$ cat src/design/owh_pkg.sv
package owh_pkg;

    // wire timing, microseconds as printed or chosen where none is given
    localparam int unsigned CLK_MHZ = 10;
    localparam int unsigned RESET_LOW_US = 480;
    localparam int unsigned PRESENCE_WAIT_US = 480;
    localparam int unsigned PROG_PULSE_US = 480;
    localparam int unsigned WRITE_STROBE_US = 5;
    localparam int unsigned SLOT_US = 60;
    localparam int unsigned SAMPLE_US = 15;
    localparam int unsigned RECOVER_US = 5;
    localparam int unsigned RESET_LOW_CYC = RESET_LOW_US * CLK_MHZ;
    localparam int unsigned PRESENCE_WAIT_CYC = PRESENCE_WAIT_US * CLK_MHZ;
    localparam int unsigned PROG_PULSE_CYC = PROG_PULSE_US * CLK_MHZ;
    localparam int unsigned WRITE_STROBE_CYC = WRITE_STROBE_US * CLK_MHZ;
    localparam int unsigned SLOT_CYC = SLOT_US * CLK_MHZ;
    localparam int unsigned SAMPLE_CYC = SAMPLE_US * CLK_MHZ;
    localparam int unsigned RECOVER_CYC = RECOVER_US * CLK_MHZ;

    // command codes
    localparam logic [7:0] CMD_READ_ID = 8'h33;
    localparam logic [7:0] CMD_MATCH_ID = 8'h55;
    localparam logic [7:0] CMD_SKIP_ID = 8'hcc;
    localparam logic [7:0] CMD_READ_MEM = 8'hf0;
    localparam logic [7:0] CMD_READ_STATUS = 8'haa;
    localparam logic [7:0] CMD_WRITE_MEM = 8'h0f;
    localparam logic [7:0] CMD_WRITE_STATUS = 8'h55;

    // crc polynomials, reflected for lsb-first shifting
    localparam logic [15:0] CRC16_POLY_REV = 16'ha001;
    localparam logic [7:0] CRC8_POLY_REV = 8'h8c;
    localparam logic [15:0] CRC16_INIT = 16'h0000;
    localparam logic [7:0] CRC8_INIT = 8'h00;

    // primitive operations the user side requests
    typedef enum logic [2:0] {
        OWH_OP_RESET,
        OWH_OP_WRITE_BYTE,
        OWH_OP_READ_BYTE,
        OWH_OP_PROGRAM,
        OWH_OP_CRC_LOAD
    } owh_op_t;

    typedef struct packed {
        owh_op_t op;
        logic [7:0] data;
    } owh_req_t;

    typedef struct packed {
        logic [7:0] data;
        logic presence;
        logic [15:0] crc16;
        logic [7:0] crc8;
    } owh_rsp_t;

endpackage

$ cat src/design/owh_master.sv
// What this block does
// RULE1 - write memory: 0fh, addr lo, hi, data
// RULE2 - device returns crc16 over write sequence
// RULE3 - device ands buffer into memory byte
// RULE4 - program pulse only on crc match, 480us; owh_master pulses on any OWH_OP_PROGRAM request, without comparing crcs
// RULE5 - reset may abort, never during program pulse
// RULE6 - device returns programmed byte, lsb first
// RULE7 - unprogrammed data bits read as one
// RULE8 - write status: 55h, addr lo, hi, data
// RULE9 - address and data bytes go lsb first
// RULE10 - status bytes start ones, zeros clear bits
// RULE11 - host reads eight verify slots after pulse
// RULE12 - first status crc covers cmd, addr, data
// RULE13 - device increments address after verify slots
// RULE14 - later crc preloads low address byte
// RULE15 - continuing: data byte, crc, then pulse
// RULE16 - device never blocks on crc mismatch
// RULE17 - low over 480us resets, presence follows
// RULE18 - write bit: strobe low, hold or release
// RULE19 - read slot: device pulls low for zero
// RULE20 - high line is idle, pauses allowed
// RULE21 - decoder knows rom and function codes
// RULE22 - identity crc8 x8+x5+x4+1 over 56 bits
// RULE23 - transfer crc16 x16+x15+x2+1
// RULE24 - read commands also give crc16
// RULE25 - functions ignored until rom selection
// RULE26 - match identity compares all 64 bits
// RULE27 - crc16 sent lsb first; abort waits reset
`timescale 1ns/1ps
`default_nettype none

module owh_master #(
    parameter int unsigned RESET_LOW_CYCLES = owh_pkg::RESET_LOW_CYC,
    parameter int unsigned PRESENCE_WAIT_CYCLES = owh_pkg::PRESENCE_WAIT_CYC,
    parameter int unsigned PROG_PULSE_CYCLES = owh_pkg::PROG_PULSE_CYC
) (
    input wire logic clock,
    input wire logic rstn,
    input wire logic req_valid,
    output logic req_ready,
    input wire owh_pkg::owh_req_t req,
    output logic rsp_valid,
    output owh_pkg::owh_rsp_t rsp,
    input wire logic crc_clear,
    input wire logic dq_i,
    output logic dq_o,
    output logic dq_oe,
    output logic prog_en
);
    import owh_pkg::*;

    typedef enum logic [2:0] {
        ST_IDLE,
        ST_RST_LOW,
        ST_RST_WAIT,
        ST_SLOT,
        ST_RECOVER,
        ST_PROG,
        ST_DONE
    } owh_state_t;

    localparam int unsigned CNT_W = 24;

    // lsb-first crc steps over one bit
    function automatic logic [15:0] crc16_bit(input logic [15:0] c, input logic b);
        crc16_bit = (c >> 1) ^ (((c[0] ^ b) == 1'b1) ? CRC16_POLY_REV : 16'h0000); // [RULE23]
    endfunction

    function automatic logic [7:0] crc8_bit(input logic [7:0] c, input logic b);
        crc8_bit = (c >> 1) ^ (((c[0] ^ b) == 1'b1) ? CRC8_POLY_REV : 8'h00); // [RULE22]
    endfunction

    owh_state_t state_q, state_d;
    owh_op_t op_q;
    logic [CNT_W-1:0] cnt_q;
    logic [2:0] bit_q;
    logic [7:0] shreg_q;
    logic presence_q;
    logic [15:0] crc16_q;
    logic [7:0] crc8_q;
    logic rsp_valid_q;

    ////////////////////////////////////////////////////////////////////////////
    // slot decode
    wire logic is_read;
    wire logic tx_bit;
    wire logic slot_bit;
    wire logic [CNT_W-1:0] cnt_inc;
    wire logic cnt_end_rst;
    wire logic cnt_end_wait;
    wire logic cnt_end_slot;
    wire logic cnt_end_rec;
    wire logic cnt_end_prog;
    wire logic in_strobe;
    wire logic at_sample;
    wire logic accept;
    wire logic shift_now;

    assign is_read = (op_q == OWH_OP_READ_BYTE);
    assign tx_bit = shreg_q[0]; // lsb first [RULE9]
    assign slot_bit = is_read ? dq_i : tx_bit;
    assign cnt_inc = cnt_q + 24'h000001;
    assign cnt_end_rst = (cnt_inc == CNT_W'(RESET_LOW_CYCLES));
    assign cnt_end_wait = (cnt_inc == CNT_W'(PRESENCE_WAIT_CYCLES));
    assign cnt_end_slot = (cnt_inc == CNT_W'(SLOT_CYC));
    assign cnt_end_rec = (cnt_inc == CNT_W'(RECOVER_CYC));
    assign cnt_end_prog = (cnt_inc == CNT_W'(PROG_PULSE_CYCLES));
    assign in_strobe = (cnt_q < CNT_W'(WRITE_STROBE_CYC));
    assign at_sample = (cnt_q == CNT_W'(SAMPLE_CYC));
    assign accept = req_valid && req_ready;
    assign req_ready = (state_q == ST_IDLE); // idle leaves the line released [RULE20]
    // reads shift at the sample point; writes shift only when the slot ends,
    // so the bit being driven cannot change in mid-slot
    assign shift_now = (state_q == ST_SLOT) && (is_read ? at_sample : cnt_end_slot);

    // line drive: reset low, strobe low, zero bits held low [RULE18]
    assign dq_oe = (state_q == ST_RST_LOW)
        || ((state_q == ST_SLOT) && (in_strobe || (!is_read && !tx_bit))); // [RULE17]
    assign dq_o = 1'b0;
    // program supply only during its own state; nothing may cut it short [RULE5]
    assign prog_en = (state_q == ST_PROG); // [RULE4]
    assign rsp_valid = rsp_valid_q;
    assign rsp.data = shreg_q;
    assign rsp.presence = presence_q;
    assign rsp.crc16 = crc16_q;
    assign rsp.crc8 = crc8_q;

    ////////////////////////////////////////////////////////////////////////////
    // sequencer next state
    always_comb begin
        state_d = state_q;
        case (state_q)
            ST_IDLE: begin
                if (accept) begin
                    case (req.op)
                        OWH_OP_RESET: state_d = ST_RST_LOW;
                        OWH_OP_WRITE_BYTE: state_d = ST_SLOT; // [RULE1] [RULE8] [RULE15]
                        OWH_OP_READ_BYTE: state_d = ST_SLOT;
                        OWH_OP_PROGRAM: state_d = ST_PROG; // [RULE15]
                        default: state_d = ST_DONE;
                    endcase
                end
            end
            ST_RST_LOW: if (cnt_end_rst) state_d = ST_RST_WAIT;
            ST_RST_WAIT: if (cnt_end_wait) state_d = ST_DONE;
            ST_SLOT: if (cnt_end_slot) state_d = ST_RECOVER;
            ST_RECOVER: begin
                if (cnt_end_rec) state_d = (bit_q == 3'h7) ? ST_DONE : ST_SLOT;
            end
            ST_PROG: if (cnt_end_prog) state_d = ST_DONE;
            ST_DONE: state_d = ST_IDLE;
            default: state_d = ST_IDLE;
        endcase
    end

    // state and timing counter
    always_ff @(posedge clock or negedge rstn) begin
        if (!rstn) begin
            state_q <= ST_IDLE;
            cnt_q <= '0;
        end else begin
            state_q <= state_d;
            cnt_q <= (state_d != state_q) ? '0 : cnt_inc;
        end
    end

    // operation capture, bit index and shift register
    always_ff @(posedge clock or negedge rstn) begin
        if (!rstn) begin
            op_q <= OWH_OP_RESET;
            bit_q <= 3'h0;
            shreg_q <= 8'hff;
        end else if (accept) begin
            op_q <= req.op;
            bit_q <= 3'h0;
            shreg_q <= req.data;
        end else if (shift_now) begin
            shreg_q <= {slot_bit, shreg_q[7:1]}; // lsb first in and out [RULE9] [RULE27]
        end else if (state_q == ST_RECOVER && cnt_end_rec) begin
            bit_q <= bit_q + 3'h1;
        end
    end

    // presence sample in the wait window after reset low
    always_ff @(posedge clock or negedge rstn) begin
        if (!rstn) begin
            presence_q <= 1'b0;
        end else if (accept && req.op == OWH_OP_RESET) begin
            presence_q <= 1'b0;
        end else if (state_q == ST_RST_WAIT && !dq_i) begin
            presence_q <= 1'b1; // [RULE17]
        end
    end

    // running crcs over every bit on the wire; load preloads the low address [RULE14]
    always_ff @(posedge clock or negedge rstn) begin
        if (!rstn) begin
            crc16_q <= CRC16_INIT;
            crc8_q <= CRC8_INIT;
        end else if (crc_clear) begin
            crc16_q <= CRC16_INIT;
            crc8_q <= CRC8_INIT;
        end else if (accept && req.op == OWH_OP_CRC_LOAD) begin
            crc16_q <= {8'h00, req.data}; // loaded, not shifted [RULE14]
        end else if (state_q == ST_SLOT && at_sample) begin
            crc16_q <= crc16_bit(crc16_q, slot_bit); // [RULE2] [RULE12] [RULE24]
            crc8_q <= crc8_bit(crc8_q, slot_bit); // [RULE22]
        end
    end

    // one-cycle completion pulse
    always_ff @(posedge clock or negedge rstn) begin
        if (!rstn) begin
            rsp_valid_q <= 1'b0;
        end else begin
            rsp_valid_q <= (state_q == ST_DONE); // [RULE11]
        end
    end

endmodule
`default_nettype wire

$ cat config.mk
export PLATFORM = sky130hd
export DESIGN_NAME = owh_master
export DESIGN_NICKNAME = d
export VERILOG_FILES = /design/src/design/owh_pkg.sv /design/src/design/owh_master.sv
export SDC_FILE = /design/constraint.sdc
export NUM_CORES = 1
export LEC_CHECK = 0
export BUFFER_PORTS_ARGS = -buffer_cell sky130_fd_sc_hd__buf_2
export CELL_PAD_IN_SITES_DETAIL_PLACEMENT = 1
export CELL_PAD_IN_SITES_GLOBAL_PLACEMENT = 2
export CORE_MARGIN = 4
export CORE_UTILIZATION = 40
export DETAILED_ROUTE_END_ITERATION = 6
export HOLD_SLACK_MARGIN = 0.15
export PLACE_DENSITY_LB_ADDON = 0.05
export SETUP_SLACK_MARGIN = 0.2
export SLEW_MARGIN = 5
export SYNTH_ARGS = -nofsm -noshare
export SYNTH_HDL_FRONTEND = slang
export SYNTH_SLANG_ARGS = --single-unit
export TNS_END_PERCENT = 50
$ cat constraint.sdc
create_clock -name clock -period 7.3 [get_ports clock]
set_input_delay 1.46 -clock clock [delete_from_list [all_inputs] [get_ports clock]]
set_output_delay 1.46 -clock clock [all_outputs]
set_load 0.01 [all_outputs]
; ---- After elaboration in Yosys (flattened, before gate mapping)
; Cells that the tools add are included.
[classes]
n_div = 0
multipliers = 0
shift = 0
n_addsub = 2
reduce_logical = 25
n_bitwise = 4
n_eq_ne = 19
muxes = 26
magnitude_cmp = 1
[op_table]
columns = op, n
row1 = $mux 16, 4
row2 = $mux 8, 6
row3 = $mux 3, 9
row4 = $add 24x1->24 const B, 1
row5 = $eq 24x10->1 const B, 1
row6 = $eq 24x13->1 const B, 1
row7 = $eq 24x6->1 const B, 1
row8 = $eq 24x8->1 const B, 1
row9 = $lt 24x6->1 const B, 1
row10 = $mux 24, 1
row11 = $xor 15x16->16, 1
row12 = $eq 3x2->1 const B, 5
row13 = $eq 3x3->1 const B, 5
row14 = $pmux 3 s5, 1
row15 = $logic_and 1x1->1, 9
row16 = $pmux 3 s3, 1
row17 = $reduce_bool 2->1, 4
row18 = $xor 7x8->8, 1
row19 = $eq 3x1->1 const B, 2
row20 = $logic_not 3->1, 2
row21 = $mux 1, 4
row22 = $ne 2x2->1 const B, 2
row23 = $reduce_and 2->1, 2
row24 = $reduce_or 2->1, 2
row25 = 6 further kinds, 10
[word_totals]
ram_bits = 0
latchBits = 0
in_bits = 16
mem_count = 0
reg_bits = 67
mem_bits_ro = 0

; ---- Depth between registers and ports, before layout
[depth]
depth_word = 8
mapped_depth = 11

; ---- Worst setup path after synthesis
; OpenSTA, ideal clock, no wires.
[synth_timing]
path_kind = register to output
startpoint = register cnt_q[10]
endpoint = output port dq_oe
stages_incl_launch_ff = 6
arrival_time_ns = 1.635
slack_ns = 4.205
n_path_buf = 0
path_cell_list = dfrtp_1 -> or2_2 -> or3_1 -> nor4_1 -> a21oi_1 -> nor3b_1
[synth_between]
elab_chain_cells = 4
[synth_lines]
columns = item, line_no
row1 = from (decl), owh_master.sv:75  ; logic [CNT_W-1:0] cnt_q;
row2 = from (signal assigned), owh_master.sv:163  ; cnt_q <= (state_d != state_q) ? '0 : cnt_inc;
row3 = $lt 24x6->1, owh_master.sv:108  ; assign in_strobe = (cnt_q < CNT_W'(WRITE_STROBE_CYC));
row4 = $logic_or 1x1->1, owh_master.sv:118  ; || ((state_q == ST_SLOT) && (in_strobe || (!is_read && !tx_bit)));
row5 = $logic_and 1x1->1, owh_master.sv:118
row6 = $logic_or 1x1->1, owh_master.sv:118
row7 = to (decl), owh_master.sv:47  ; output logic dq_oe,
; No other way between the ends.

; ---- Worst setup path after layout
[layout_timing]
startpoint = register cnt_q[0]
endpoint = register cnt_q[5]
[layout_between]
elab_chain_cells = 6
word_cells_on_any_way = 11
classes_between = add/sub (1) / eq/ne (4) / mux (6)
[layout_lines]
columns = item, line_no
row1 = $add 24x1->24 *, owh_master.sv:102  ; assign cnt_inc = cnt_q + 24'h000001;
row2 = $eq 24x13->1 (tied with other cells), "owh_master.sv:103, owh_master.sv:104, owh_master.sv:107"
row3 = $mux 3 (on tied branches), --
row4 = $pmux 3 s5, owh_master.sv:132  ; case (state_q)
row5 = $ne 3x3->1, owh_master.sv:163
row6 = $mux 24 *, owh_master.sv:163
; Mark *: on every way between the ends. The rest lies on a longest branch, timed or not.
; A chain may end at the register's enable or synchronous reset.

==> impl_results.md <==
- Result of the run: finished clean
- Total power density per cell area: 265 nW/um2
- Fraction of layout instances using a drive strength above 1: 28.2%
- Clock period minus final worst setup slack: 3.93 ns
- Slew of the pin with the lowest slew margin: 1.05 ns
- Residual DRC count: 0
- Detailed Route Iter0 Violations: 95
- Hold Violations, Final: 0
- Static leakage: 0.00196 uW
- DP Wirelength: 7080 um
- Clock H-tree levels: 3
- Post-synthesis area per instance: 10.4 um2
- Max-Slew Margin vs Limit: 29.7%
- Global-route usage over all layers: 18.4%
- Number of buffers created by CTS: 9
- Sink Count: 67
- EDFF count, synth: 0
- Peak supply drop: 153 uV
- Number of antenna violations at the first check in global routing: 0
- Critical Path End Type: register
- Detail-routed via count per cell: 5.51
- Required time at the endpoint of the critical path: 7.48 ns
- Maximum number of pins on one net before global-route repair: 68
- Hold-fix buffer count after cts: 0
- Share of synthesized flip-flops with an asynchronous set or reset: 100%
- Initial Utilization: 41.6%
- Highest achievable clock rate: 254 MHz
- Worst EP arrival: 4.11 ns
- Pre-Repair DR Iteration Count: 4
- Largest cells by area after synthesis: sky130_fd_sc_hd__dfrtp_1 38%, sky130_fd_sc_hd__dfstp_2 5.4%, sky130_fd_sc_hd__xnor2_1 4.7%
- Number of buffers inserted by port buffering: 52
- Wire length per cell: 17.9 um
- Yosys warning total: 0
- Global-route wire length before repair: 16800 um
- TritonCTS clock tree: built
- Type of the tightest min-delay check: reg2reg
- Netlist Area Pre-Place: 3900 um2
- Row Count: 35
- Congestion Overflow GR: 0
- Worst-case clock skew: 0.0123 ns
- Antenna-violating nets left: 0
- Post-route fraction of the period consumed by the critical path: 53.8%
- Placer's final routability congestion estimate: 0.772
- Number of unique standard cell types used by synthesis: 58
- Most used DFF post-synth: sky130_fd_sc_hd__dfrtp_1
- IO Pins: 54
- Maxcap violations: 0
- Number of nets in the synthesized netlist: 395
- DIE AREA: 11400 um2
- Layout overhead on the synthesized area: 13.9%
- Core Region: 9370 um2
- Area of the multi-input gates: 2060 um2
- Area share of the largest cell type after synthesis: 37.9%
- Minimum setup slack among reg-to-reg paths: 3.37 ns
- Number of antenna cells inserted: 0
- Total number of nets in the final design: 441
- Post-CTS Setup Bufs: 0
- Clock-pin slew reported for the worst setup and hold paths after clock tree synthesis: 0.08 ns
- Type of origin of the critical path: register
- Routed wire length: 9930 um
- Height of the die: 107 um
- Width of the chip: 107 um
- Sum Neg Setup Slack: 0 ns
- Library cell occupying the most area in the post-synthesis netlist: sky130_fd_sc_hd__dfrtp_1
- Final Slew Violations: 0
- Finish-stage setup viols: 0
- Root buffer cell: sky130_fd_sc_hd__clkbuf_8
- Maximum net fanout on the critical path: 24
- Kind of critical path: reg2reg
- Gate count of the mapped netlist: 374
- Number of gates given a new drive strength after cts: 0
- Fill cell instance count of the final layout: 1077
- Area used by sequential logic in the layout: 1690 um2
- Pre-CTS WS: 3.40 ns
- Share of the yosys chip area belonging to registers: 43.3%
- Flip-flop and latch count after synthesis: 67
- Worst Setup Slack, final: 3.37 ns
- Clock insertion delay at the later pin of the skew report: 0.35 ns
- Unrepaired setup endpoints after global routing: no
- Maximum count of clock buffers along a single path: 2
- Vias: 3054
- Via count of the first global-routing pass: 3126
area by class of cell:
class	count	share of cell area, %
Timing Repair Buffer	56	6.54
Clock buffer	9	2.79
Clock inverter	7	1.72
Inverter	10	0.846
Sequential cell	67	38.0
Multi-Input combinational cell	276	46.5
Tap cell	129	3.64
where the power goes:
part | internal, uW | total (uW) | switching [uW]
Sequential | 436 | 498 | 61.4
Clock | 160 | 322 | 163
Combinational | 140 | 354 | 214
layer usage:
layer / track usage, % / part of all wire (%) / vias up
li1: - / - / 1471
met5: 0 / 0 / -
met2: 26.5 / 44 / 56
met4: 5.30 / 1.3 / 0
met3: 3.61 / 3.8 / 12
met1: 28.0 / 51 / 1515
registers in the layout (all words and copies together), names as in the netlist:
register and count:
cnt_q 24, crc16_q 16, crc8_q 8, shreg_q 8
bit_q 3, op_q 3, state_q 3, presence_q 1
rsp_valid 1
cell families after synthesis:
family,Yosys count,synth area share (%)
AOI/OAI and AO/OA,58,13.2
and+or+nand+nor,162,25.7
muxes,21,5.49
buffers and inverters,31,4.21
xor gates and xnor gates,29,6.52
DFF,67,43.3
adders and majority gates,5,1.61
other,1,0.0962
cells in the mapped netlist, drive strengths merged (2+ instances only):
cell	count
and2	4
or2	2
nor4bb	2
or4	5
or3	5
xnor2	21
nand4	13
and3	10
nor3	29
nand2	16
xor2	8
nor2	35
nor4	11
inv	10
ha	5
nand2b	5
mux2i	18
a21o	2
o31ai	2
buf	13
o22ai	2
a221o	8
o21ai	9
mux2	3
nor3b	7
a21oi	3
dfstp	8
a211oi	13
a31oi	3
clkbuf	8
dfrtp	59
nand3	15
a22o	8
worst max-delay path: stages (launching register included):
cell and delay [ns]:
sky130_fd_sc_hd__dfrtp_1 0.47, sky130_fd_sc_hd__ha_1 0.28, sky130_fd_sc_hd__nand4_1 0.24, sky130_fd_sc_hd__or4_1 0.70, sky130_fd_sc_hd__o21ai_1 0.25, sky130_fd_sc_hd__nand4_2 0.20
sky130_fd_sc_hd__nor3_4 0.32, sky130_fd_sc_hd__nand4_2 0.26, sky130_fd_sc_hd__a31oi_4 0.92, sky130_fd_sc_hd__nor3b_1 0.11
metrics by stage:
| stage | instances | power [uW] | area, um2 | util (%) | hold WS, ns |
|---|---|---|---|---|---|
| 3_5_place_dp | 538 | 861 | 4240 | 45.2 | 0.494 |
| 2_1_floorplan | 374 | 760 | 3900 | - | 0.471 |
| 3_3_place_gp | 538 | 855 | 4240 | 45.2 | 0.483 |
| 5_1_grt | 554 | 1250 | 4440 | 47.4 | 0.532 |
| 6_report | 554 | 1170 | 4440 | 47.4 | 0.509 |
| 4_1_cts | 554 | 1190 | 4440 | 47.4 | 0.515 |
layout by cell type, fill, tap and decap left out, types with 11 or more instances in the layout:
master | netlist | routed
sky130_fd_sc_hd__nand3_1 | 15 | 15
sky130_fd_sc_hd__a211oi_1 | 11 | 11
sky130_fd_sc_hd__buf_2 | 7 | 52
sky130_fd_sc_hd__nor2_1 | 33 | 33
sky130_fd_sc_hd__xnor2_1 | 21 | 21
sky130_fd_sc_hd__nor3_2 | 16 | 16
sky130_fd_sc_hd__dfrtp_1 | 59 | 59
sky130_fd_sc_hd__nor3_1 | 12 | 12
sky130_fd_sc_hd__nand2_1 | 16 | 16
sky130_fd_sc_hd__mux2i_1 | 18 | 18
final timing paths:
check,cells past startpoint,end,startpoint
setup reg to reg,9,cnt_q[5],cnt_q[0]
min in group asynchronous,2,cnt_q[10],rstn
max in group asynchronous,2,cnt_q[15],rstn
hold reg to reg,1,presence_q,presence_q
hold / removal,1,presence_q,presence_q
setup / recovery,9,cnt_q[5],cnt_q[0]
(Power assumes the default switching activity.)
